`config.mk`:
```
export PLATFORM = sky130hd
export DESIGN_NAME = fcs_host
export DESIGN_NICKNAME = d
export VERILOG_FILES = /design/src/fcs_pkg.sv /design/src/fcs_bus_cycle.sv /design/src/fcs_host.sv
export VERILOG_INCLUDE_DIRS = /design/src /design/src/src
export SDC_FILE = /design/constraint.sdc
export NUM_CORES = 1
export LEC_CHECK = 0
export BUFFER_PORTS_ARGS = -buffer_cell sky130_fd_sc_hd__buf_2
export CORE_MARGIN = 8
export CORE_UTILIZATION = 50
export CTS_CLUSTER_SIZE = 16
export DETAILED_ROUTE_END_ITERATION = 10
export PLACE_DENSITY = 0.74
export SLEW_MARGIN = 20
export SYNTH_ARGS = -nofsm -noshare
export SYNTH_HDL_FRONTEND = slang
export SYNTH_SLANG_ARGS = --single-unit
```
`constraint.sdc`:
```
create_clock -name clk -period 7.6 [get_ports clk]
set_input_delay 0.38 -clock clk [delete_from_list [all_inputs] [get_ports clk]]
set_output_delay 0.38 -clock clk [all_outputs]
set_load 0.02 [all_outputs]
```
`src/fcs_regs.svh`:
```
`ifndef FCS_REGS_SVH
`define FCS_REGS_SVH

// Clock and bus cycle timing, in ns and in derived cycles
`define FCS_CLK_NS       10
`define FCS_T_SETUP_NS   20
`define FCS_T_WE_NS      40
`define FCS_T_OE_NS      100
`define FCS_T_HOLD_NS    20
`define FCS_CYC(ns)      (((ns) + `FCS_CLK_NS - 1) / `FCS_CLK_NS)
`define FCS_SETUP_CYC    `FCS_CYC(`FCS_T_SETUP_NS)
`define FCS_WE_CYC       `FCS_CYC(`FCS_T_WE_NS)
`define FCS_RD_CYC       (`FCS_CYC(`FCS_T_OE_NS) + 2)
`define FCS_HOLD_CYC     `FCS_CYC(`FCS_T_HOLD_NS)

// Unlock and query addresses, word and byte mode
`define FCS_UNLOCK1_WORD 24'h000555
`define FCS_UNLOCK2_WORD 24'h0002AA
`define FCS_UNLOCK1_BYTE 24'h000AAA
`define FCS_UNLOCK2_BYTE 24'h000555
`define FCS_CFI_WORD     24'h000055
`define FCS_CFI_BYTE     24'h0000AA
`define FCS_ANY_ADDR     24'h000000

// Command data values
`define FCS_D_UNLOCK1    16'h00AA
`define FCS_D_UNLOCK2    16'h0055
`define FCS_D_RESET      16'h00F0
`define FCS_D_AUTOSEL    16'h0090
`define FCS_D_SECURE     16'h0088
`define FCS_D_EXIT       16'h0000
`define FCS_D_PROGRAM    16'h00A0
`define FCS_D_BUFLOAD    16'h0025
`define FCS_D_BUFCONF    16'h0029
`define FCS_D_ERASE      16'h0080
`define FCS_D_CHIP       16'h0010
`define FCS_D_SECTOR     16'h0030
`define FCS_D_CFI        16'h0098
`define FCS_D_SUSPEND    16'h00B0
`define FCS_D_RESUME     16'h0030

// Identification read offsets, word then byte mode
`define FCS_ID_MAKER_W   8'h00
`define FCS_ID_DEV1_W    8'h01
`define FCS_ID_DEV2_W    8'h0E
`define FCS_ID_DEV3_W    8'h0F
`define FCS_ID_FLOCK_W   8'h03
`define FCS_ID_PROT_W    8'h02
`define FCS_ID_MAKER_B   8'h00
`define FCS_ID_DEV1_B    8'h02
`define FCS_ID_DEV2_B    8'h1C
`define FCS_ID_DEV3_B    8'h1E
`define FCS_ID_FLOCK_B   8'h06
`define FCS_ID_PROT_B    8'h04

`endif

```
`src/fcs_pkg.sv`:
```
package fcs_pkg;

  typedef enum logic [3:0] {
    CMD_RESET      = 4'h0,
    CMD_ID_ENTRY   = 4'h1,
    CMD_SEC_ENTRY  = 4'h2,
    CMD_SEC_EXIT   = 4'h3,
    CMD_PROGRAM    = 4'h4,
    CMD_BUF_PROG   = 4'h5,
    CMD_BUF_ABORT  = 4'h6,
    CMD_CHIP_ERASE = 4'h7,
    CMD_SECT_ERASE = 4'h8,
    CMD_CFI        = 4'h9,
    CMD_SUSPEND    = 4'hA,
    CMD_RESUME     = 4'hB,
    CMD_READ       = 4'hC,
    CMD_ID_READ    = 4'hD
  } fcs_cmd_t;

  // Where a bus cycle takes its address and data from
  typedef enum logic [3:0] {
    K_U1     = 4'h0,
    K_U2     = 4'h1,
    K_CMD1   = 4'h2,
    K_ANY    = 4'h3,
    K_SECT   = 4'h4,
    K_COUNT  = 4'h5,
    K_TARGET = 4'h6,
    K_STREAM = 4'h7,
    K_READ   = 4'h8,
    K_CFI    = 4'h9
  } fcs_kind_t;

  typedef struct packed {
    fcs_kind_t   kind;
    logic [15:0] data;
    logic        last;
  } fcs_cycle_t;

  typedef struct packed {
    fcs_cmd_t    cmd;
    logic        byte_mode;
    logic [23:0] addr;
    logic [15:0] data;
    logic [4:0]  count;
  } fcs_req_t;

  typedef struct packed {
    logic        read;
    logic        byte_mode;
    logic [23:0] addr;
    logic [15:0] data;
  } fcs_bus_req_t;

  typedef struct packed {
    logic        reset_n;
    logic        ce_n;
    logic        we_n;
    logic        oe_n;
    logic        byte_n;
    logic [22:0] addr;
    logic [15:0] dq_out;
    logic [15:0] dq_oe;
  } fcs_pins_t;

  typedef enum logic [3:0] {
    B_IDLE  = 4'h1,
    B_SETUP = 4'h2,
    B_PULSE = 4'h4,
    B_HOLD  = 4'h8
  } fcs_bus_st_t;

  typedef struct packed {
    fcs_bus_st_t  st;
    fcs_bus_req_t req;
    logic [7:0]   cnt;
    logic [15:0]  sync1;
    logic [15:0]  sync2;
    fcs_pins_t    pins;
    logic         done;
    logic [15:0]  rd_data;
  } fcs_bus_state_t;

  typedef enum logic [2:0] {
    M_IDLE  = 3'h1,
    M_ISSUE = 3'h2,
    M_WAIT  = 3'h4
  } fcs_main_st_t;

  typedef struct packed {
    fcs_main_st_t st;
    fcs_cmd_t     cmd;
    logic         byte_mode;
    logic [23:0]  addr;
    logic [15:0]  data;
    logic [4:0]   count;
    logic [4:0]   left;
    logic [2:0]   idx;
    logic         rsp_valid;
    logic [15:0]  rsp_data;
  } fcs_main_state_t;

endpackage

```
`src/fcs_bus_cycle.sv`:
```
`timescale 1ns/1ps
`include "fcs_regs.svh"

module fcs_bus_cycle (
  input  wire logic                 clk,
  input  wire logic                 rst_n,
  input  wire logic                 start,
  input  fcs_pkg::fcs_bus_req_t     req,
  output logic                      idle,
  output logic                      done,
  output logic [15:0]               rd_data,
  output fcs_pkg::fcs_pins_t        pins,
  input  wire logic [15:0]          dq_in
);

  fcs_pkg::fcs_bus_state_t s;
  fcs_pkg::fcs_bus_state_t next_s;

  assign idle    = (s.st == fcs_pkg::B_IDLE);
  assign done    = s.done;
  assign rd_data = s.rd_data;
  assign pins    = s.pins;

  // One strobed cycle: setup, pulse, hold, all with chip enable low
  always_comb begin
    next_s              = s;
    next_s.done         = 1'b0;
    next_s.pins.reset_n = 1'b1;
    // Pin data is asynchronous to clk, so two stages before use
    next_s.sync1        = dq_in;
    next_s.sync2        = s.sync1;
    case (s.st)
      fcs_pkg::B_IDLE: begin
        if (start) begin
          next_s.req         = req;
          next_s.st          = fcs_pkg::B_SETUP;
          next_s.cnt         = 8'(`FCS_SETUP_CYC - 1);
          next_s.pins.ce_n   = 1'b0;
          next_s.pins.byte_n = ~req.byte_mode;
          // Byte mode moves the address down one pin; A-1 rides on DQ15
          if (req.byte_mode) begin
            next_s.pins.addr   = req.addr[23:1];
            next_s.pins.dq_out = {req.addr[0], 7'h00, req.data[7:0]};
            next_s.pins.dq_oe  = req.read ? 16'h8000 : 16'h80FF;
          end else begin
            next_s.pins.addr   = req.addr[22:0];
            next_s.pins.dq_out = req.data;
            next_s.pins.dq_oe  = req.read ? 16'h0000 : 16'hFFFF;
          end
        end
      end
      fcs_pkg::B_SETUP: begin
        if (s.cnt == 8'h00) begin
          next_s.st        = fcs_pkg::B_PULSE;
          next_s.cnt       = s.req.read ? 8'(`FCS_RD_CYC - 1) : 8'(`FCS_WE_CYC - 1);
          next_s.pins.we_n = s.req.read;
          next_s.pins.oe_n = ~s.req.read;
        end else begin
          next_s.cnt = s.cnt - 8'h01;
        end
      end
      fcs_pkg::B_PULSE: begin
        if (s.cnt == 8'h00) begin
          // Read pulse already covers access time plus sync delay
          if (s.req.read) begin
            next_s.rd_data = s.req.byte_mode ? {8'h00, s.sync2[7:0]} : s.sync2;
          end
          next_s.st        = fcs_pkg::B_HOLD;
          next_s.cnt       = 8'(`FCS_HOLD_CYC - 1);
          next_s.pins.we_n = 1'b1;
          next_s.pins.oe_n = 1'b1;
        end else begin
          next_s.cnt = s.cnt - 8'h01;
        end
      end
      fcs_pkg::B_HOLD: begin
        if (s.cnt == 8'h00) begin
          next_s.st         = fcs_pkg::B_IDLE;
          next_s.pins.ce_n  = 1'b1;
          next_s.pins.dq_oe = 16'h0000;
          next_s.done       = 1'b1;
        end else begin
          next_s.cnt = s.cnt - 8'h01;
        end
      end
      default: begin
        next_s.st = fcs_pkg::B_IDLE;
      end
    endcase
  end

  // Flash held in hardware reset while this block is in reset
  always_ff @(posedge clk or negedge rst_n) begin
    if (!rst_n) begin
      s           <= '0;
      s.st        <= fcs_pkg::B_IDLE;
      s.pins.ce_n <= 1'b1;
      s.pins.we_n <= 1'b1;
      s.pins.oe_n <= 1'b1;
      s.pins.byte_n <= 1'b1;
    end else begin
      s <= next_s;
    end
  end

endmodule

```
`src/fcs_host.sv`:
```
// Operation
// - One write of F0 anywhere returns the flash to array read.
// - Commands open with AA to 555, 55 to 2AA; byte mode AAA, 555.
// - Unlock then 90 enters identification; ID words at fixed low offsets.
// - Unlock then 88 maps security region; unlock, 90, 00 exits it.
// - Single program: unlock pair, A0 to 555, then data to target.
// - Buffered program: unlock, 25 to sector, then word count minus one.
// - Then each buffer word goes to its address until the count is loaded.
// - Confirm with 29 to the sector address to program the buffer.
// - Unlock pair then F0 to 555 aborts a buffered load to read.
// - Erase: unlock, 80, unlock, then 10 to 555 or 30 to sector.
// - One write of 98 to 55 (word) or AA (byte) enters CFI query.
// - One write of B0 suspends; one write of 30 resumes.
`timescale 1ns/1ps
`include "fcs_regs.svh"

module fcs_host (
  input  wire logic                 clk,
  input  wire logic                 rst_n,
  input  wire logic                 req_valid,
  output logic                      req_ready,
  input  fcs_pkg::fcs_req_t         req,
  input  wire logic                 wr_valid,
  output logic                      wr_ready,
  input  wire logic [23:0]          wr_addr,
  input  wire logic [15:0]          wr_data,
  output logic                      rsp_valid,
  output logic [15:0]               rsp_data,
  output fcs_pkg::fcs_pins_t        flash,
  input  wire logic [15:0]          flash_dq_in
);

  logic                    rst_meta_n;
  logic                    rst_sync_n;
  fcs_pkg::fcs_main_state_t s;
  fcs_pkg::fcs_main_state_t next_s;
  fcs_pkg::fcs_cycle_t     cyc;
  fcs_pkg::fcs_bus_req_t   bus_req;
  logic                    bus_start;
  logic                    bus_idle;
  logic                    bus_done;
  logic [15:0]             bus_rd;

  // Step table: what each bus cycle of a command carries
  function automatic fcs_pkg::fcs_cycle_t seq_step(input fcs_pkg::fcs_cmd_t cmd,
                                                   input logic [2:0]        idx);
    fcs_pkg::fcs_cycle_t c;
    c.kind = (idx == 3'd1 || idx == 3'd4) ? fcs_pkg::K_U2 : fcs_pkg::K_U1;
    c.data = (idx == 3'd1 || idx == 3'd4) ? `FCS_D_UNLOCK2 : `FCS_D_UNLOCK1;
    c.last = 1'b0;
    case (cmd)
      fcs_pkg::CMD_RESET: begin
        c = '{kind: fcs_pkg::K_ANY, data: `FCS_D_RESET, last: 1'b1};
      end
      fcs_pkg::CMD_CFI: begin
        c = '{kind: fcs_pkg::K_CFI, data: `FCS_D_CFI, last: 1'b1};
      end
      fcs_pkg::CMD_SUSPEND: begin
        c = '{kind: fcs_pkg::K_ANY, data: `FCS_D_SUSPEND, last: 1'b1};
      end
      fcs_pkg::CMD_RESUME: begin
        c = '{kind: fcs_pkg::K_ANY, data: `FCS_D_RESUME, last: 1'b1};
      end
      fcs_pkg::CMD_READ, fcs_pkg::CMD_ID_READ: begin
        c = '{kind: fcs_pkg::K_READ, data: 16'h0000, last: 1'b1};
      end
      fcs_pkg::CMD_ID_ENTRY: begin
        if (idx == 3'd2) c = '{kind: fcs_pkg::K_CMD1, data: `FCS_D_AUTOSEL, last: 1'b1};
      end
      fcs_pkg::CMD_SEC_ENTRY: begin
        if (idx == 3'd2) c = '{kind: fcs_pkg::K_CMD1, data: `FCS_D_SECURE, last: 1'b1};
      end
      fcs_pkg::CMD_SEC_EXIT: begin
        if (idx == 3'd2) c = '{kind: fcs_pkg::K_CMD1, data: `FCS_D_AUTOSEL, last: 1'b0};
        if (idx == 3'd3) c = '{kind: fcs_pkg::K_ANY, data: `FCS_D_EXIT, last: 1'b1};
      end
      fcs_pkg::CMD_PROGRAM: begin
        if (idx == 3'd2) c = '{kind: fcs_pkg::K_CMD1, data: `FCS_D_PROGRAM, last: 1'b0};
        if (idx == 3'd3) c = '{kind: fcs_pkg::K_TARGET, data: 16'h0000, last: 1'b1};
      end
      fcs_pkg::CMD_BUF_ABORT: begin
        if (idx == 3'd2) c = '{kind: fcs_pkg::K_CMD1, data: `FCS_D_RESET, last: 1'b1};
      end
      fcs_pkg::CMD_BUF_PROG: begin
        if (idx == 3'd2) c = '{kind: fcs_pkg::K_SECT, data: `FCS_D_BUFLOAD, last: 1'b0};
        if (idx == 3'd3) c = '{kind: fcs_pkg::K_COUNT, data: 16'h0000, last: 1'b0};
        if (idx == 3'd4) c = '{kind: fcs_pkg::K_STREAM, data: 16'h0000, last: 1'b0};
        if (idx == 3'd5) c = '{kind: fcs_pkg::K_SECT, data: `FCS_D_BUFCONF, last: 1'b1};
      end
      fcs_pkg::CMD_CHIP_ERASE, fcs_pkg::CMD_SECT_ERASE: begin
        if (idx == 3'd2) c = '{kind: fcs_pkg::K_CMD1, data: `FCS_D_ERASE, last: 1'b0};
        if (idx == 3'd5) begin
          if (cmd == fcs_pkg::CMD_CHIP_ERASE) begin
            c = '{kind: fcs_pkg::K_CMD1, data: `FCS_D_CHIP, last: 1'b1};
          end else begin
            c = '{kind: fcs_pkg::K_SECT, data: `FCS_D_SECTOR, last: 1'b1};
          end
        end
      end
      default: begin
        c = '{kind: fcs_pkg::K_ANY, data: `FCS_D_RESET, last: 1'b1};
      end
    endcase
    return c;
  endfunction

  // Low offset of each identification item
  function automatic logic [7:0] id_offset(input logic [2:0] sel, input logic byte_mode);
    logic [7:0] o;
    o = `FCS_ID_MAKER_W;
    case (sel)
      3'h1: o = byte_mode ? `FCS_ID_DEV1_B : `FCS_ID_DEV1_W;
      3'h2: o = byte_mode ? `FCS_ID_DEV2_B : `FCS_ID_DEV2_W;
      3'h3: o = byte_mode ? `FCS_ID_DEV3_B : `FCS_ID_DEV3_W;
      3'h4: o = byte_mode ? `FCS_ID_FLOCK_B : `FCS_ID_FLOCK_W;
      3'h5: o = byte_mode ? `FCS_ID_PROT_B : `FCS_ID_PROT_W;
      default: o = byte_mode ? `FCS_ID_MAKER_B : `FCS_ID_MAKER_W;
    endcase
    return o;
  endfunction

  // Reset release through two stages
  always_ff @(posedge clk or negedge rst_n) begin
    if (!rst_n) begin
      rst_meta_n <= 1'b0;
      rst_sync_n <= 1'b0;
    end else begin
      rst_meta_n <= 1'b1;
      rst_sync_n <= rst_meta_n;
    end
  end

  assign cyc       = seq_step(s.cmd, s.idx);
  assign req_ready = (s.st == fcs_pkg::M_IDLE);
  assign wr_ready  = (s.st == fcs_pkg::M_ISSUE) && (cyc.kind == fcs_pkg::K_STREAM);
  // A stream cycle waits for the source, which back-pressures it
  assign bus_start = (s.st == fcs_pkg::M_ISSUE) && bus_idle &&
                     ((cyc.kind != fcs_pkg::K_STREAM) || wr_valid);
  assign rsp_valid = s.rsp_valid;
  assign rsp_data  = s.rsp_data;

  // Address and data of the current cycle; only low bits of unlocks matter
  always_comb begin
    bus_req.read      = (cyc.kind == fcs_pkg::K_READ);
    bus_req.byte_mode = s.byte_mode;
    bus_req.data      = cyc.data;
    bus_req.addr      = `FCS_ANY_ADDR;
    case (cyc.kind)
      fcs_pkg::K_U1, fcs_pkg::K_CMD1: begin
        bus_req.addr = s.byte_mode ? `FCS_UNLOCK1_BYTE : `FCS_UNLOCK1_WORD;
      end
      fcs_pkg::K_U2: begin
        bus_req.addr = s.byte_mode ? `FCS_UNLOCK2_BYTE : `FCS_UNLOCK2_WORD;
      end
      fcs_pkg::K_CFI: begin
        bus_req.addr = s.byte_mode ? `FCS_CFI_BYTE : `FCS_CFI_WORD;
      end
      fcs_pkg::K_SECT, fcs_pkg::K_READ: begin
        bus_req.addr = s.addr;
      end
      fcs_pkg::K_COUNT: begin
        bus_req.addr = s.addr;
        bus_req.data = {11'h000, s.count};
      end
      fcs_pkg::K_TARGET: begin
        bus_req.addr = s.addr;
        bus_req.data = s.data;
      end
      fcs_pkg::K_STREAM: begin
        bus_req.addr = wr_addr;
        bus_req.data = wr_data;
      end
      default: begin
        bus_req.addr = `FCS_ANY_ADDR;
      end
    endcase
  end

  // Command sequencer
  always_comb begin
    next_s           = s;
    next_s.rsp_valid = 1'b0;
    case (s.st)
      fcs_pkg::M_IDLE: begin
        if (req_valid) begin
          next_s.st        = fcs_pkg::M_ISSUE;
          next_s.cmd       = req.cmd;
          next_s.byte_mode = req.byte_mode;
          next_s.addr      = req.addr;
          next_s.data      = req.data;
          next_s.count     = req.count;
          next_s.left      = req.count;
          next_s.idx       = 3'd0;
          // Sector bits come from the caller, low byte is the item offset
          if (req.cmd == fcs_pkg::CMD_ID_READ) begin
            next_s.addr = {req.addr[23:8], id_offset(req.data[2:0], req.byte_mode)};
          end
        end
      end
      fcs_pkg::M_ISSUE: begin
        if (bus_start) begin
          next_s.st = fcs_pkg::M_WAIT;
        end
      end
      fcs_pkg::M_WAIT: begin
        if (bus_done) begin
          if (cyc.kind == fcs_pkg::K_READ) begin
            next_s.rsp_data = bus_rd;
          end
          if (cyc.last) begin
            next_s.st        = fcs_pkg::M_IDLE;
            next_s.rsp_valid = 1'b1;
          end else if (cyc.kind == fcs_pkg::K_STREAM && s.left != 5'h00) begin
            next_s.left = s.left - 5'h01;
            next_s.st   = fcs_pkg::M_ISSUE;
          end else begin
            next_s.idx = s.idx + 3'd1;
            next_s.st  = fcs_pkg::M_ISSUE;
          end
        end
      end
      default: begin
        next_s.st = fcs_pkg::M_IDLE;
      end
    endcase
  end

  always_ff @(posedge clk or negedge rst_sync_n) begin
    if (!rst_sync_n) begin
      s     <= '0;
      s.st  <= fcs_pkg::M_IDLE;
      s.cmd <= fcs_pkg::CMD_RESET;
    end else begin
      s <= next_s;
    end
  end

  fcs_bus_cycle u_bus (
    .clk     (clk),
    .rst_n   (rst_sync_n),
    .start   (bus_start),
    .req     (bus_req),
    .idle    (bus_idle),
    .done    (bus_done),
    .rd_data (bus_rd),
    .pins    (flash),
    .dq_in   (flash_dq_in)
  );

endmodule

```
# Word-level counts from Yosys, hierarchy flattened
# Index checks and enable logic that the tools add are counted.
# classes
n_addsub	3
eq_ne	51
n_mux	66
n_bitwise	2
reduce_logical	28
# op_table
cell	count
one-hot mux 21 bit (11 select lines)	1
2-to-1 mux 21 bit	6
one-hot mux 24 bit (5 select lines)	1
2-to-1 mux 19 bit	6
2-to-1 mux 16 bit	4
2-to-1 mux 8 bit	8
2-to-1 mux 61 bit	1
2-to-1 mux 55 bit	1
2-to-1 mux 54 bit	1
one-hot mux 16 bit (3 select lines)	1
equality test 4 bit, second input constant	10
2-to-1 mux 20 bit	2
equality test 4 x 3 -> 1 bit, second input constant	9
2-to-1 mux 17 bit	2
one-hot mux 16 bit (2 select lines)	1
one-hot mux 8 bit (4 select lines)	1
2-to-1 mux 25 bit	1
one-hot mux 5 bit (5 select lines)	1
AND reduction 3 bit	6
equality test 4 x 2 -> 1 bit, second input constant	4
2-to-1 mux 4 bit	4
one-hot mux 4 bit (4 select lines)	1
one-hot mux 8 bit (2 select lines)	1
equality test 3 x 2 -> 1 bit, second input constant	5
other kinds (31)	72
# word_totals
ff_bits	243
out_inout_bits	79
wordCells	180

# Logic depth before layout (Yosys ltp)
# Gate-level depths: netlist of run 1.
# depth
word_depth	14
depth_mapped	13
ltp_nobuf	9

# Cells and area by module
# Synthesis of run 1 repeated with hierarchy kept, for this count alone.
# hier_totals
hier_cells	1004
hier_area_um2	9875.7
# modules_own_cells
mod	n_inst	cells_each	area_each_um2
fcs_host	1	576	5007.3
fcs_bus_cycle	1	428	4868.4

# Least setup slack after synthesis of run 1
# Ideal clock, no wire load.
# synth_path
path_kind	register to register
from	register s[19] in the netlist's numbering
to	register u_bus.pins[33] (netlist name)
setup_time_ns	0.095
arrival_time_ns	2.909
required_ns	7.505
setup_slack_ns	4.596
stages_incl_launch_ff	12
path_buffers	2
synth_period_minus_slack_ns	3.004
cell_sequence	dfrtp_1 -> buf_6 -> clkbuf_1 -> inv_1 -> ha_1 -> or4b_1 -> o311ai_1 -> nand3_1 -> or4b_1 -> mux2i_4 -> a2111oi_0 -> o31ai_1
# synth_via
elab_chain_len	12
word_cells_on_any_way	38
classes_between	eq/ne (14); mux (17); reduce/logical (7)
# synth_rtl
element	line_no	rtl
start, declared	fcs_host.sv:35	fcs_pkg::fcs_main_state_t s;
start signal, assigned	fcs_host.sv:234	s <= next_s;
equality test 3 x 1 -> 1 bit or equality test 3 bit (tied branches)	fcs_host.sv:48, fcs_host.sv:87	
logical OR 1 bit	fcs_host.sv:48	c.kind = (idx == 3'd1 || idx == 3'd4) ? fcs_pkg::K_U2 : fcs_pkg::K_U1;
2-to-1 mux 1 bit	fcs_host.sv:48	
2-to-1 mux 20 bit	fcs_host.sv:85	if (idx == 3'd2) c = '{kind: fcs_pkg::K_SECT, data: `FCS_D_BUFLOAD, last: 1'b0};
2-to-1 mux 21 bit	fcs_host.sv:86	if (idx == 3'd3) c = '{kind: fcs_pkg::K_COUNT, data: 16'h0000, last: 1'b0};
2-to-1 mux 21 bit	fcs_host.sv:87	if (idx == 3'd4) c = '{kind: fcs_pkg::K_STREAM, data: 16'h0000, last: 1'b0};
2-to-1 mux 21 bit	fcs_host.sv:88	if (idx == 3'd5) c = '{kind: fcs_pkg::K_SECT, data: `FCS_D_BUFCONF, last: 1'b1};
one-hot mux 21 bit (11 select lines) *	fcs_host.sv:51	case (cmd)
equality test 4 x 3 -> 1 bit (tied with other cells)	fcs_host.sv:148	case (cyc.kind)
OR reduction 4 bit (no source line) (tied with other cells)	--	
one-hot mux 24 bit (5 select lines) or logical AND 1 bit (tied branches)	fcs_host.sv:148, fcs_host.sv:137	
2-to-1 mux 55 bit or AND reduction 2 bit (tied branches)	--	
# Every way passes the cells marked *; elsewhere a longest branch is shown, timed or not.
# A chain may end at the register's enable or synchronous reset.

# Final worst setup path of run 1
# layout_path
from	register s[19] in the netlist's numbering
to	register u_bus.pins[35] (netlist name)
# layout_via
elab_chain_len	12
word_cells_on_any_way	38
classes_between	eq/ne (14); mux (17); reduce/logical (7)
# layout_rtl
element	line_no
equality test 3 x 1 -> 1 bit or equality test 3 bit (tied branches)	fcs_host.sv:48, fcs_host.sv:87
logical OR 1 bit	fcs_host.sv:48
2-to-1 mux 1 bit	fcs_host.sv:48
2-to-1 mux 20 bit	fcs_host.sv:85
2-to-1 mux 21 bit	fcs_host.sv:86
2-to-1 mux 21 bit	fcs_host.sv:87
2-to-1 mux 21 bit	fcs_host.sv:88
one-hot mux 21 bit (11 select lines) *	fcs_host.sv:51
equality test 4 x 3 -> 1 bit (tied with other cells)	fcs_host.sv:148
OR reduction 4 bit (no source line) (tied with other cells)	--
one-hot mux 24 bit (5 select lines) or logical AND 1 bit (tied branches)	fcs_host.sv:148, fcs_host.sv:137
2-to-1 mux 55 bit or AND reduction 2 bit (tied branches)	--
# Marks and branches as above.

==> impl_table.tex, run 1 <==
\begin{tabular}{lr}
\hline
Metric & Value \\
\hline
\multicolumn{2}{l}{\textbf{STA}} \\
\quad Worst Tran Pin Value & 965.6 ps \\
\quad Final Hold Violating Endpoints & 0 \\
\quad Unrepaired setup endpoints after global routing & false \\
\quad Part of the cycle the worst path needs & 50.29\% \\
\quad Sum of negative setup slack & 0 ps \\
\quad Maximum frequency from static timing analysis & 261.7 MHz \\
\quad Hold Slack & 42.68 ps \\
\quad Slew HR & 35.62\% \\
\quad Total of endpoints with negative setup slack in the final report & 0 \\
\quad Max Clock Skew & 9.501 ps \\
\quad Min cycle time layout & 3822 ps \\
\quad Max Slew Vio Count & 0 \\
\multicolumn{2}{l}{\textbf{Die}} \\
\quad \# IOs & 189 \\
\quad Die span in y & 155.0 µm \\
\quad Floorplan row count & 51 \\
\quad Core area & 0.01921 mm² \\
\quad Initial Util & 50.27\% \\
\quad Area of the die & 0.02401 mm² \\
\quad Width of the die & 155.0 µm \\
\multicolumn{2}{l}{\textbf{Placement}} \\
\quad Cell Area, Placed & 0.01015 mm² \\
\quad Routability cong. & 0.9484 \\
\quad IO Port Bufs & 188 \\
\quad HPWL reported at the end of detailed placement & 18.06 mm \\
\multicolumn{2}{l}{\textbf{Worst setup path}} \\
\quad Worst reg2reg setup slack & 3780 ps \\
\quad R2r worst-path depth & 9 \\
\quad Critical path arrival & 4160 ps \\
\quad Chain of cells forming the critical path & inv\_1 > ha\_1 > or4b\_1 > o311ai\_1 > nand3\_1 > or4b\_1 > mux2i\_4 > a2111oi\_0 > o31ai\_1 \\
\quad Crit start category & flip-flop \\
\quad Peak per-stage delay on the critical path & 680 ps \\
\quad Worst Setup Path Type & flip-flop to flip-flop \\
\quad Setup crit end kind & flip-flop \\
\quad Required arrival time at the worst endpoint & 7940 ps \\
\quad Slowest CP cell & sky130\_fd\_sc\_hd\_\_or4b\_1 \\
\quad Biggest fanout along the worst timing path & 19 \\
\quad Most repeated library cell on the critical path & sky130\_fd\_sc\_hd\_\_or4b\_1 \\
\multicolumn{2}{l}{\textbf{CTS}} \\
\quad CTS resizes & 0 \\
\quad Worst-Skew Late Latency & 430 ps \\
\quad TritonCTS clock tree & yes \\
\quad Clk slew on worst S/H paths & 80 ps \\
\quad TritonCTS Buffers & 17 \\
\quad Hold-fix buffer count after cts & 1 \\
\quad Cell chosen for the clock root & sky130\_fd\_sc\_hd\_\_clkbuf\_16 \\
\quad Setup Buffers After CTS & 0 \\
\quad Clock sinks & 190 \\
\quad Total number of H-tree levels & 4 \\
\quad Maximum buffer depth of the clock tree & 2 \\
\multicolumn{2}{l}{\textbf{Synth}} \\
\quad Synthesis-stage register bit count & 190 \\
\quad Dominant combinational cell family by area after synthesis & simple AND/OR/NAND/NOR gates \\
\quad Post-synthesis xor/xnor area fraction & 0.6350\% \\
\quad Number of flops mapped to enable cells by yosys & 0 \\
\quad Synth Warn \# & 0 \\
\quad Fraction of the mapped netlist area in compound gates & 16.83\% \\
\quad Mean post-synth cell area & 9.485 µm² \\
\quad Mux cell area share after synthesis & 3.810\% \\
\quad Simple-Gate Fraction of Synth Area & 18.65\% \\
\quad Register area share after synthesis & 49.32\% \\
\quad Cell variety after synth & 80 \\
\quad Cell area after technology mapping & 0.009656 mm² \\
\quad Ys flop type & sky130\_fd\_sc\_hd\_\_dfrtp\_1 \\
\quad Async S/R FF share, synth & 100.0\% \\
\quad Gate Count Post-Synth & 1018 \\
\quad Post-Synth Adder-Cell Area & 1.166\% \\
\multicolumn{2}{l}{\textbf{Global routing}} \\
\quad First-pass GRT wire length & 39.81 mm \\
\quad Layer carrying the most global-route usage & met2 \\
\quad Routing usage on met1 & 28.93\% \\
\quad Vias in the first global route & 7611 \\
\quad Met2 Use GR & 31.20\% \\
\quad GRT Overall Usage & 20.82\% \\
\quad Pin count of the biggest net entering global routing & 77 \\
\quad Met3 usage in global routing & 5.298\% \\
\quad Total congestion overflow & 0 \\
\quad Initial antenna violation count & 2 \\
\multicolumn{2}{l}{\textbf{Layout}} \\
\quad Final design instance area without fill & 0.01079 mm² \\
\quad Final design utilization & 56.17\% \\
\quad Most used cells in the layout excluding fill and tap cells & sky130\_fd\_sc\_hd\_\_nand2\_1 (202), sky130\_fd\_sc\_hd\_\_buf\_2 (188), sky130\_fd\_sc\_hd\_\_dfrtp\_1 (182) \\
\quad Most common library cell in the layout ignoring fill and taps & sky130\_fd\_sc\_hd\_\_nand2\_1 \\
\quad Proportion of layout cells with a drive suffix above 1 & 24.93\% \\
\quad Net count reported at finish & 1217 \\
\quad Area delta synth->final & 11.74\% \\
\quad Fillers & 1696 \\
\multicolumn{2}{l}{\textbf{Pwr}} \\
\quad Maximum VDD drop & 0.1952 mV \\
\quad Pwr/cell area & 367.8 mW/mm² \\
\quad Leak pwr & 5.171 nW \\
\multicolumn{2}{l}{\textbf{Hold path}} \\
\quad Hold Path Depth & 1 \\
\quad Hold Path Class & input pin to flip-flop \\
\multicolumn{2}{l}{\textbf{Detailed routing}} \\
\quad Detailed-route vias per instance & 5.654 \\
\quad Detailed Route WL & 25.08 mm \\
\quad Drt pass-1 iters & 5 \\
\quad Routed len/inst & 18.20 µm \\
\quad Vias & 7791 \\
\quad Final ANT Viol Nets & 0 \\
\quad Detailed Route Iter0 Violations & 750 \\
\quad Drt drc & 0 \\
\multicolumn{2}{l}{\textbf{Run}} \\
\quad Number of max-cap violations & 0 \\
\multicolumn{2}{l}{\textbf{Outcome}} \\
\quad Run status & finished, final reports clean \\
\hline
\end{tabular}
cell usage after synthesis (all sizes together), types with 12 or more instances:
| library cell | number | area (µm²) |
|---|---|---|
| a22oi | 15 | 112.6 |
| nor2 | 58 | 220.2 |
| o21ai | 57 | 285.3 |
| and2 | 12 | 77.57 |
| nand2 | 203 | 764.5 |
| inv | 20 | 75.07 |
| clkbuf | 37 | 138.9 |
| nand2b | 19 | 118.9 |
| a221oi | 13 | 113.9 |
| dfrtp | 184 | 4604 |
| buf | 100 | 708.2 |
| mux2 | 28 | 315.3 |
| o31ai | 13 | 97.59 |
| and3 | 13 | 82.58 |
| a21oi | 32 | 160.2 |
| nand3 | 18 | 90.09 |
| nor3 | 20 | 105.1 |
flip-flops by register name, summed over array words and instances, names as in the netlist:
register	cells
rst_sync_n	1
u_bus.rd_data	16
u_bus.done	1
u_bus.s	30
rst_meta_n	1
s	60
u_bus.next_s	16
rsp_valid	1
rsp_data	16
u_bus.pins	47
bus_req	1
worst max-delay path, delay by kind of cell (launching register included):
kind	cells	cell delay, ps
AO/OA/AOI/OAI	3	510
adder cells (fa/ha/maj)	1	400
buffers and inverters	1	120
flip-flops	1	650
multiplexers	1	320
AND/OR/NAND/NOR	3	1710
layout make-up:
cell class                      instances  area (µm²)  area share (%)
Clock buffer                           19       452.9           4.198
Antenna cell                            2       5.005         0.04639
Multi-Input combinational cell        672        3976           36.85
Sequential cell                       190        4767           44.18
Clock inverter                         13       170.2           1.577
Inverter                               20       75.07          0.6958
Timing Repair Buffer                  197        1011           9.370
Tap cell                              265       331.6           3.073
logic make-up after synthesis:
group | count (synthesis)
AOI/OAI and AO/OA | 234
xor gates and xnor gates | 7
adders and majority gates | 9
buffers and inverters | 157
DFF | 190
muxes | 32
other | 1
and+or+nand+nor | 388
path summary, 6_finish.rpt:
check                                 from                to
max                                  s[19]    u_bus.pins[35]
min                        flash_dq_in[14]  u_bus.next_s[91]
max reg2reg                          s[19]    u_bus.pins[35]
min reg2reg                     rst_sync_n  u_bus.next_s[83]
max in group asynchronous       rst_sync_n             s[25]
min in group asynchronous            rst_n        rst_meta_n
report_power, final:
| part | total, mW | switching [mW] | internal, mW |
|---|---|---|---|
| Combinational | 1.44 | 0.901 | 0.540 |
| Sequential | 1.59 | 0.306 | 1.29 |
| Clock | 0.933 | 0.416 | 0.517 |
| Total | 3.97 | 1.62 | 2.35 |
stage by stage:
stage	worst slack, ps	total power [mW]	std cells
after floorplan	1924	2.766	1019
after global placement	3922	3.018	1343
after detailed placement	3834	3.036	1343
after CTS	3822	3.975	1376
after global routing	3508	4.225	1378
final	3778	3.968	1378
layer usage:
layer,part of all wire [%],up-vias
met5,0,-
met3,8.5,45
met4,2.2,0
li1,-,3676
met1,45,3694
met2,44,376
Power figures use the tool's default switching activity.
==> inputs of run 2 (changes only) <==
- clock period: 7.6 -> 3.6 ns (I/O delays scaled with it)
==> run 2 against run 1 <==
Clock skew about the same. Fmax up 17%. Wire length up 7.3%. Non-clock buffer count increased by 72. Largest power group is now combinational logic. Highest routed layer unchanged.
==> impl_table.tex, run 2 (synthesis results as in run 1) <==
\begin{tabular}{lr}
\hline
Metric & Value \\
\hline
\multicolumn{2}{l}{\textbf{Worst setup path}} \\
\quad Required arrival time at the worst endpoint & 3920 ps (was 7940 ps) \\
\quad Critical path arrival & 3580 ps (was 4160 ps) \\
\quad Worst Setup Path Type & flip-flop to flip-flop (unchanged) \\
\quad Crit start category & flip-flop (unchanged) \\
\quad Setup crit end kind & flip-flop (unchanged) \\
\quad Biggest fanout along the worst timing path & 11 (was 19) \\
\multicolumn{2}{l}{\textbf{STA}} \\
\quad Hold Slack & 11.59 ps (was 42.68 ps) \\
\quad Maximum frequency from static timing analysis & 306.8 MHz (was 261.7 MHz) \\
\quad Sum of negative setup slack & 0 ps (unchanged) \\
\quad Total of endpoints with negative setup slack in the final report & 0 (unchanged) \\
\quad Max Slew Vio Count & 0 (unchanged) \\
\quad Worst Tran Pin Value & 901.2 ps (was 965.6 ps) \\
\quad Unrepaired setup endpoints after global routing & false (unchanged) \\
\quad Worst setup margin & 340.2 ps (was 3778 ps) \\
\quad Max Clock Skew & 9.665 ps (was 9.501 ps) \\
\quad Part of the cycle the worst path needs & 90.55\% (was 50.29\%) \\
\quad Min cycle time layout & 3260 ps (was 3822 ps) \\
\quad Final Hold Violating Endpoints & 0 (unchanged) \\
\quad Slew HR & 39.92\% (was 35.62\%) \\
\multicolumn{2}{l}{\textbf{Layout}} \\
\quad Fillers & 1634 (was 1696) \\
\quad Flip-flop count of the largest register, all copies and words added & 60 (unchanged) \\
\quad Final Instance Count excl. Fillers & 1449 (was 1378) \\
\quad Proportion of layout cells with a drive suffix above 1 & 24.60\% (was 24.93\%) \\
\quad Multi-input logic area & 0.003976 mm² (unchanged) \\
\quad Total area of sequential cells & 0.004766 mm² (was 0.004767 mm²) \\
\quad Area delta synth->final & 18.25\% (was 11.74\%) \\
\quad Net count reported at finish & 1289 (was 1217) \\
\quad Most common library cell in the layout ignoring fill and taps & sky130\_fd\_sc\_hd\_\_nand2\_1 (unchanged) \\
\quad Most used cells in the layout excluding fill and tap cells & sky130\_fd\_sc\_hd\_\_nand2\_1 (202), sky130\_fd\_sc\_hd\_\_buf\_2 (188), sky130\_fd\_sc\_hd\_\_dfrtp\_1 (183) (was sky130\_fd\_sc\_hd\_\_nand2\_1 (202), sky130\_fd\_sc\_hd\_\_buf\_2 (188), sky130\_fd\_sc\_hd\_\_dfrtp\_1 (182)) \\
\quad Final design instance area without fill & 0.01142 mm² (was 0.01079 mm²) \\
\quad Reg with most FFs & s (unchanged) \\
\quad Biggest registers after layout & s x60, u\_bus.pins x47, u\_bus.s x30 (unchanged) \\
\multicolumn{2}{l}{\textbf{CTS}} \\
\quad Clock sinks & 190 (unchanged) \\
\quad Setup Buffers After CTS & 0 (unchanged) \\
\quad CTS resizes & 0 (unchanged) \\
\quad TritonCTS Buffers & 17 (unchanged) \\
\quad Maximum buffer depth of the clock tree & 2 (unchanged) \\
\quad Worst-Skew Late Latency & 430 ps (about the same) \\
\quad Total number of H-tree levels & 4 (unchanged) \\
\quad Cell chosen for the clock root & sky130\_fd\_sc\_hd\_\_clkbuf\_16 (unchanged) \\
\quad Clk slew on worst S/H paths & 70 ps (was 80 ps) \\
\quad TritonCTS clock tree & yes (unchanged) \\
\multicolumn{2}{l}{\textbf{Die}} \\
\quad \# IOs & 189 (unchanged) \\
\quad Core area & 0.01921 mm² (unchanged) \\
\quad Width of the die & 155.0 µm (unchanged) \\
\quad Initial Util & 50.27\% (unchanged) \\
\quad Floorplan row count & 51 (unchanged) \\
\quad Area of the die & 0.02401 mm² (unchanged) \\
\quad Die span in y & 155.0 µm (unchanged) \\
\multicolumn{2}{l}{\textbf{Run}} \\
\quad Number of max-cap violations & 0 (unchanged) \\
\multicolumn{2}{l}{\textbf{Detailed routing}} \\
\quad Detailed-route vias per instance & 5.610 (was 5.654) \\
\quad Routed len/inst & 18.57 µm (was 18.20 µm) \\
\quad Drt pass-1 iters & 6 (was 5) \\
\quad Detailed Route Iter0 Violations & 527 (was 750) \\
\quad Detailed Route WL & 26.90 mm (was 25.08 mm) \\
\quad Drt drc & 0 (unchanged) \\
\quad Vias & 8129 (was 7791) \\
\quad Final ANT Viol Nets & 0 (unchanged) \\
\multicolumn{2}{l}{\textbf{Placement}} \\
\quad HPWL reported at the end of detailed placement & 19.02 mm (was 18.06 mm) \\
\quad IO Port Bufs & 188 (unchanged) \\
\quad Routability cong. & 0.8977 (was 0.9484) \\
\quad Number of placed instances with taps included & 1361 (was 1343) \\
\quad Pre-CTS setup slack & 391.9 ps (was 3834 ps) \\
\quad Cell Area, Placed & 0.01031 mm² (was 0.01015 mm²) \\
\multicolumn{2}{l}{\textbf{Pwr}} \\
\quad Pwr/cell area & 736.4 mW/mm² (was 367.8 mW/mm²) \\
\quad Leak pwr & 5.454 nW (was 5.171 nW) \\
\quad Maximum VDD drop & 0.4079 mV (was 0.1952 mV) \\
\multicolumn{2}{l}{\textbf{Global routing}} \\
\quad First-pass GRT wire length & 42.92 mm (was 39.81 mm) \\
\quad Pin count of the biggest net entering global routing & 102 (was 77) \\
\quad GRT Overall Usage & 22.55\% (was 20.82\%) \\
\quad Total congestion overflow & 0 (unchanged) \\
\quad Initial antenna violation count & 1 (was 2) \\
\quad Vias in the first global route & 7947 (was 7611) \\
\multicolumn{2}{l}{\textbf{Outcome}} \\
\quad Run status & finished, final reports clean (unchanged) \\
\multicolumn{2}{l}{\textbf{Hold path}} \\
\quad Hold Path Class & input pin to flip-flop (unchanged) \\
\hline
\end{tabular}
[run 2: stage by stage]
step / utilization (%) / power, mW
6_report: 59.44 / 8.408
3_5_place_dp: 53.68 / 6.569
2_1_floorplan: - / 5.838
4_1_cts: 59.43 / 8.415
3_3_place_gp: 53.68 / 6.541
5_1_grt: 59.44 / 8.971
[run 2: per-layer routing]
metal  vias up  global-route usage (%)  share of wire (%)
li1       3820                       -                  -
met3        44                   6.297                8.0
met1      3911                   30.90                 44
met2       354                   34.24                 45
met4         0                   6.720                2.3
met5         -                       0                  0
[run 2: final timing paths]
| kind | endpoint | slack, ps | start | cells past startpoint |
|---|---|---|---|---|
| setup / recovery | u_bus.pins[34] | 340 | s[18] | 9 |
| hold / removal | s[73] | 10 | req[48] | 3 |
| setup reg to reg | u_bus.pins[34] | 340 | s[18] | 9 |
| hold reg to reg | u_bus.s[83] | 280 | rst_sync_n | 0 |
| max in group asynchronous | u_bus.s[78] | 2300 | rst_sync_n | 1 |
| min in group asynchronous | rst_meta_n | 60 | rst_n | 2 |
[run 2: critical path, stage by stage (launching register included)]
cell                      delay [ps]
sky130_fd_sc_hd__dfrtp_1         410
sky130_fd_sc_hd__inv_1            90
sky130_fd_sc_hd__ha_1            330
sky130_fd_sc_hd__nor3b_4         390
sky130_fd_sc_hd__nor2_2          110
sky130_fd_sc_hd__o32a_1          340
sky130_fd_sc_hd__a22o_1          340
sky130_fd_sc_hd__a32o_1          340
sky130_fd_sc_hd__or4b_1          520
sky130_fd_sc_hd__a32o_1          270
[run 2: report_power, final]
part | internal [mW] | switching [mW] | leakage, nW
sequential | 2.72 | 0.511 | 2.40
clock | 0.926 | 0.850 | 0.263
combinational | 1.26 | 2.14 | 2.79
total | 4.91 | 3.50 | 5.45
[run 2: area by class of cell]
class / count / area share [%]
Sequential cell: 190 / 41.74
Timing Repair Buffer: 269 / 14.99
Clock inverter: 11 / 0.9096
Clock buffer: 21 / 3.945
Tap cell: 265 / 2.904
Multi-Input combinational cell: 672 / 34.83
Inverter: 20 / 0.6575
Antenna cell: 1 / 0.02192
[run 2: timing repair]
action,4_1_cts,5_1_grt
setup endpoints to repair,0,0
hold buffers,55,0
hold endpoints to repair,56,0
==> inputs of run 3 (changes only) <==
- CORE_ASPECT_RATIO: not set -> 0.75
- CORE_MARGIN: 8 -> 5
==> run 3 against run 2 <==
First-iteration DRC count increased by 52%. Total power grew 2.4%. Setup slack gained 7.3 ps. Flip-flop and latch count unchanged. Utilization grew 0.75 points. Critical path depth unchanged. Non-clock buffer count grew 6. Cell area is 1.0% higher. Critical endpoint is now u_bus.pins[36]. Largest power group unchanged. Highest routed layer unchanged.
==> impl_table.tex, run 3 (synthesis results as in run 1) <==
\begin{tabular}{lr}
\hline
Metric & Value \\
\hline
\multicolumn{2}{l}{\textbf{Global routing}} \\
\quad GRT Overall Usage & 24.38\% (was 22.55\%) \\
\quad Total congestion overflow & 0 (unchanged) \\
\quad Pin count of the biggest net entering global routing & 68 (was 102) \\
\quad Initial antenna violation count & 0 (was 1) \\
\quad First-pass GRT wire length & 42.41 mm (was 42.92 mm) \\
\quad Vias in the first global route & 7790 (was 7947) \\
\multicolumn{2}{l}{\textbf{Die}} \\
\quad Area of the die & 0.02222 mm² (was 0.02401 mm²) \\
\quad Core area & 0.01916 mm² (was 0.01921 mm²) \\
\quad Floorplan row count & 44 (was 51) \\
\quad Width of the die & 170.5 µm (was 155.0 µm) \\
\quad \# IOs & 189 (unchanged) \\
\quad Initial Util & 50.40\% (was 50.27\%) \\
\quad Die span in y & 130.3 µm (was 155.0 µm) \\
\multicolumn{2}{l}{\textbf{Worst setup path}} \\
\quad Chain of cells forming the critical path & inv\_1 > ha\_1 > nor3b\_4 > a211oi\_1 > a2111o\_1 > and3\_1 > a21oi\_1 > or4b\_1 > a32o\_1 (was inv\_1 > ha\_1 > nor3b\_4 > nor2\_2 > o32a\_1 > a22o\_1 > a32o\_1 > or4b\_1 > a32o\_1) \\
\quad Worst Setup Path Type & flip-flop to flip-flop (unchanged) \\
\quad Worst reg2reg setup slack & 350 ps (was 340 ps) \\
\quad FF-to-FF Start & s[18] (unchanged) \\
\quad R2r worst-path depth & 9 (unchanged) \\
\quad RR Endpoint & u\_bus.pins[36] (was u\_bus.pins[34]) \\
\quad Biggest fanout along the worst timing path & 10 (was 11) \\
\quad Slowest CP cell & sky130\_fd\_sc\_hd\_\_or4b\_1 (unchanged) \\
\quad Required arrival time at the worst endpoint & 3920 ps (about the same) \\
\quad Peak per-stage delay on the critical path & 500 ps (was 520 ps) \\
\quad Critical path arrival & 3570 ps (was 3580 ps) \\
\quad Setup crit end kind & flip-flop (unchanged) \\
\quad Crit start category & flip-flop (unchanged) \\
\multicolumn{2}{l}{\textbf{CTS}} \\
\quad Clock sinks & 190 (unchanged) \\
\quad Total number of H-tree levels & 4 (unchanged) \\
\quad TritonCTS Buffers & 17 (unchanged) \\
\quad TritonCTS clock tree & yes (unchanged) \\
\quad Clk slew on worst S/H paths & 70 ps (about the same) \\
\quad CTS resizes & 0 (unchanged) \\
\quad Cell chosen for the clock root & sky130\_fd\_sc\_hd\_\_clkbuf\_16 (unchanged) \\
\quad Worst-Skew Late Latency & 440 ps (was 430 ps) \\
\quad Maximum buffer depth of the clock tree & 2 (unchanged) \\
\multicolumn{2}{l}{\textbf{Detailed routing}} \\
\quad Drt pass-1 iters & 5 (was 6) \\
\quad Routed len/inst & 18.72 µm (was 18.57 µm) \\
\quad Drt drc & 0 (unchanged) \\
\quad Routed length on met2 & 11.71 mm (was 12.21 mm) \\
\quad Detailed Route Iter0 Violations & 803 (was 527) \\
\quad Top layer reached by signal wires & met4 (unchanged) \\
\quad Detailed-route vias per instance & 5.693 (was 5.610) \\
\quad Met3 Wirelength & 2.323 mm (was 2.156 mm) \\
\quad Sum of routed wire segments on met1 & 12.43 mm (was 11.92 mm) \\
\quad Detailed Route WL & 26.99 mm (was 26.90 mm) \\
\quad Vias & 8210 (was 8129) \\
\quad Final ANT Viol Nets & 0 (unchanged) \\
\multicolumn{2}{l}{\textbf{Layout}} \\
\quad Area delta synth->final & 19.44\% (was 18.25\%) \\
\quad Final design utilization & 60.19\% (was 59.44\%) \\
\quad Fillers & 1630 (was 1634) \\
\quad Proportion of layout cells with a drive suffix above 1 & 25.06\% (was 24.60\%) \\
\quad Most common library cell in the layout ignoring fill and taps & sky130\_fd\_sc\_hd\_\_nand2\_1 (unchanged) \\
\quad Biggest registers after layout & s x60, u\_bus.pins x47, u\_bus.s x30 (unchanged) \\
\quad Flip-flop count of the largest register, all copies and words added & 60 (unchanged) \\
\quad Reg with most FFs & s (unchanged) \\
\quad Net count reported at finish & 1295 (was 1289) \\
\quad Final Instance Count excl. Fillers & 1442 (was 1449) \\
\quad Most used cells in the layout excluding fill and tap cells & sky130\_fd\_sc\_hd\_\_nand2\_1 (202), sky130\_fd\_sc\_hd\_\_buf\_2 (188), sky130\_fd\_sc\_hd\_\_dfrtp\_1 (183) (unchanged) \\
\quad Count of inserted antenna diode cells & 0 (was 1) \\
\multicolumn{2}{l}{\textbf{STA}} \\
\quad Maximum frequency from static timing analysis & 307.5 MHz (was 306.8 MHz) \\
\quad Slew HR & 36.04\% (was 39.92\%) \\
\quad Part of the cycle the worst path needs & 90.35\% (was 90.55\%) \\
\quad Unrepaired setup endpoints after global routing & false (unchanged) \\
\quad Worst setup margin & 347.5 ps (was 340.2 ps) \\
\quad Min cycle time layout & 3253 ps (was 3260 ps) \\
\quad Worst Tran Pin Value & 956.8 ps (was 901.2 ps) \\
\quad Max Clock Skew & 14.89 ps (was 9.665 ps) \\
\quad Max Slew Vio Count & 0 (unchanged) \\
\quad Sum of negative setup slack & 0 ps (unchanged) \\
\quad Hold Slack & 21.25 ps (was 11.59 ps) \\
\quad Total of endpoints with negative setup slack in the final report & 0 (unchanged) \\
\quad Final Hold Violating Endpoints & 0 (unchanged) \\
\multicolumn{2}{l}{\textbf{Hold path}} \\
\quad Hold Path Depth & 3 (unchanged) \\
\quad Beginning of the worst hold path & req[6] (was req[48]) \\
\quad Hold Path Class & input pin to flip-flop (unchanged) \\
\quad Capture endpoint of the worst hold path & s[31] (was s[73]) \\
\multicolumn{2}{l}{\textbf{Pwr}} \\
\quad Pwr/cell area & 746.8 mW/mm² (was 736.4 mW/mm²) \\
\quad Maximum VDD drop & 0.3662 mV (was 0.4079 mV) \\
\quad Leak pwr & 5.524 nW (was 5.454 nW) \\
\multicolumn{2}{l}{\textbf{Placement}} \\
\quad Pre-CTS setup slack & 416.1 ps (was 391.9 ps) \\
\quad HPWL reported at the end of detailed placement & 19.40 mm (was 19.02 mm) \\
\quad Routability cong. & 0.9799 (was 0.8977) \\
\quad IO Port Bufs & 188 (unchanged) \\
\quad Number of placed instances with taps included & 1352 (was 1361) \\
\multicolumn{2}{l}{\textbf{Run}} \\
\quad Number of max-cap violations & 0 (unchanged) \\
\multicolumn{2}{l}{\textbf{Outcome}} \\
\quad Run status & finished, final reports clean (unchanged) \\
\hline
\end{tabular}
-- run 3: area by class of cell --
cell class | instances | area (µm²) | area share, %
flip-flops and latches | 190 | 4766 | 41.33
multi-input cells | 672 | 3979 | 34.50
repair buffers | 275 | 1764 | 15.30
clock buffers | 17 | 425.4 | 3.689
well taps | 253 | 316.6 | 2.745
clock inverters | 15 | 206.4 | 1.790
inverters | 20 | 75.07 | 0.6510
-- run 3: worst max-delay path by stage --
stage | start | slack [ps] | endpoint | cells past startpoint
final | s[18] | 350 | u_bus.pins[36] | 9
after global routing | s[18] | 140 | u_bus.pins[33] | 9
after CTS | s[72] | 400 | u_bus.pins[36] | 7
after detailed placement | s[18] | 420 | u_bus.pins[36] | 9
after global placement | s[72] | 440 | u_bus.pins[36] | 7
after floorplan | rst_sync_n | 470 | bus_req[40] | 0
-- run 3: power by group --
group	switching (mW)	internal, mW	leakage (nW)
sequential	0.506	2.72	2.40
combinational	2.17	1.28	2.82
clock	0.968	0.965	0.304
total	3.65	4.96	5.52
-- run 3: critical path, delay by kind of cell, from the launching register on --
family                   cells  cell delay [ps]
flip-flops                   1              410
AND/OR/NAND/NOR              3             1200
adder cells (fa/ha/maj)      1              350
buffers and inverters        1               90
AO/OA/AOI/OAI                4             1090
-- run 3: per-layer routing --
metal  GRT usage, %  up-vias
met5              0        -
met4          7.465        0
met3          5.300       37
met2          35.27      355
met1          36.80     3988
li1               -     3830
-- run 3: timing repair --
action                    CTS  global route
hold endpoints to repair   58             1
hold buffers               57             1
buffers inserted            0             0
-- run 3: metrics by stage --
step | power [mW] | area (µm²)
4_1_cts | 8.608 | 11520
6_report | 8.612 | 11530
3_5_place_dp | 6.607 | 10320
3_3_place_gp | 6.569 | 10320
5_1_grt | 9.135 | 11530
2_1_floorplan | 5.838 | 9661
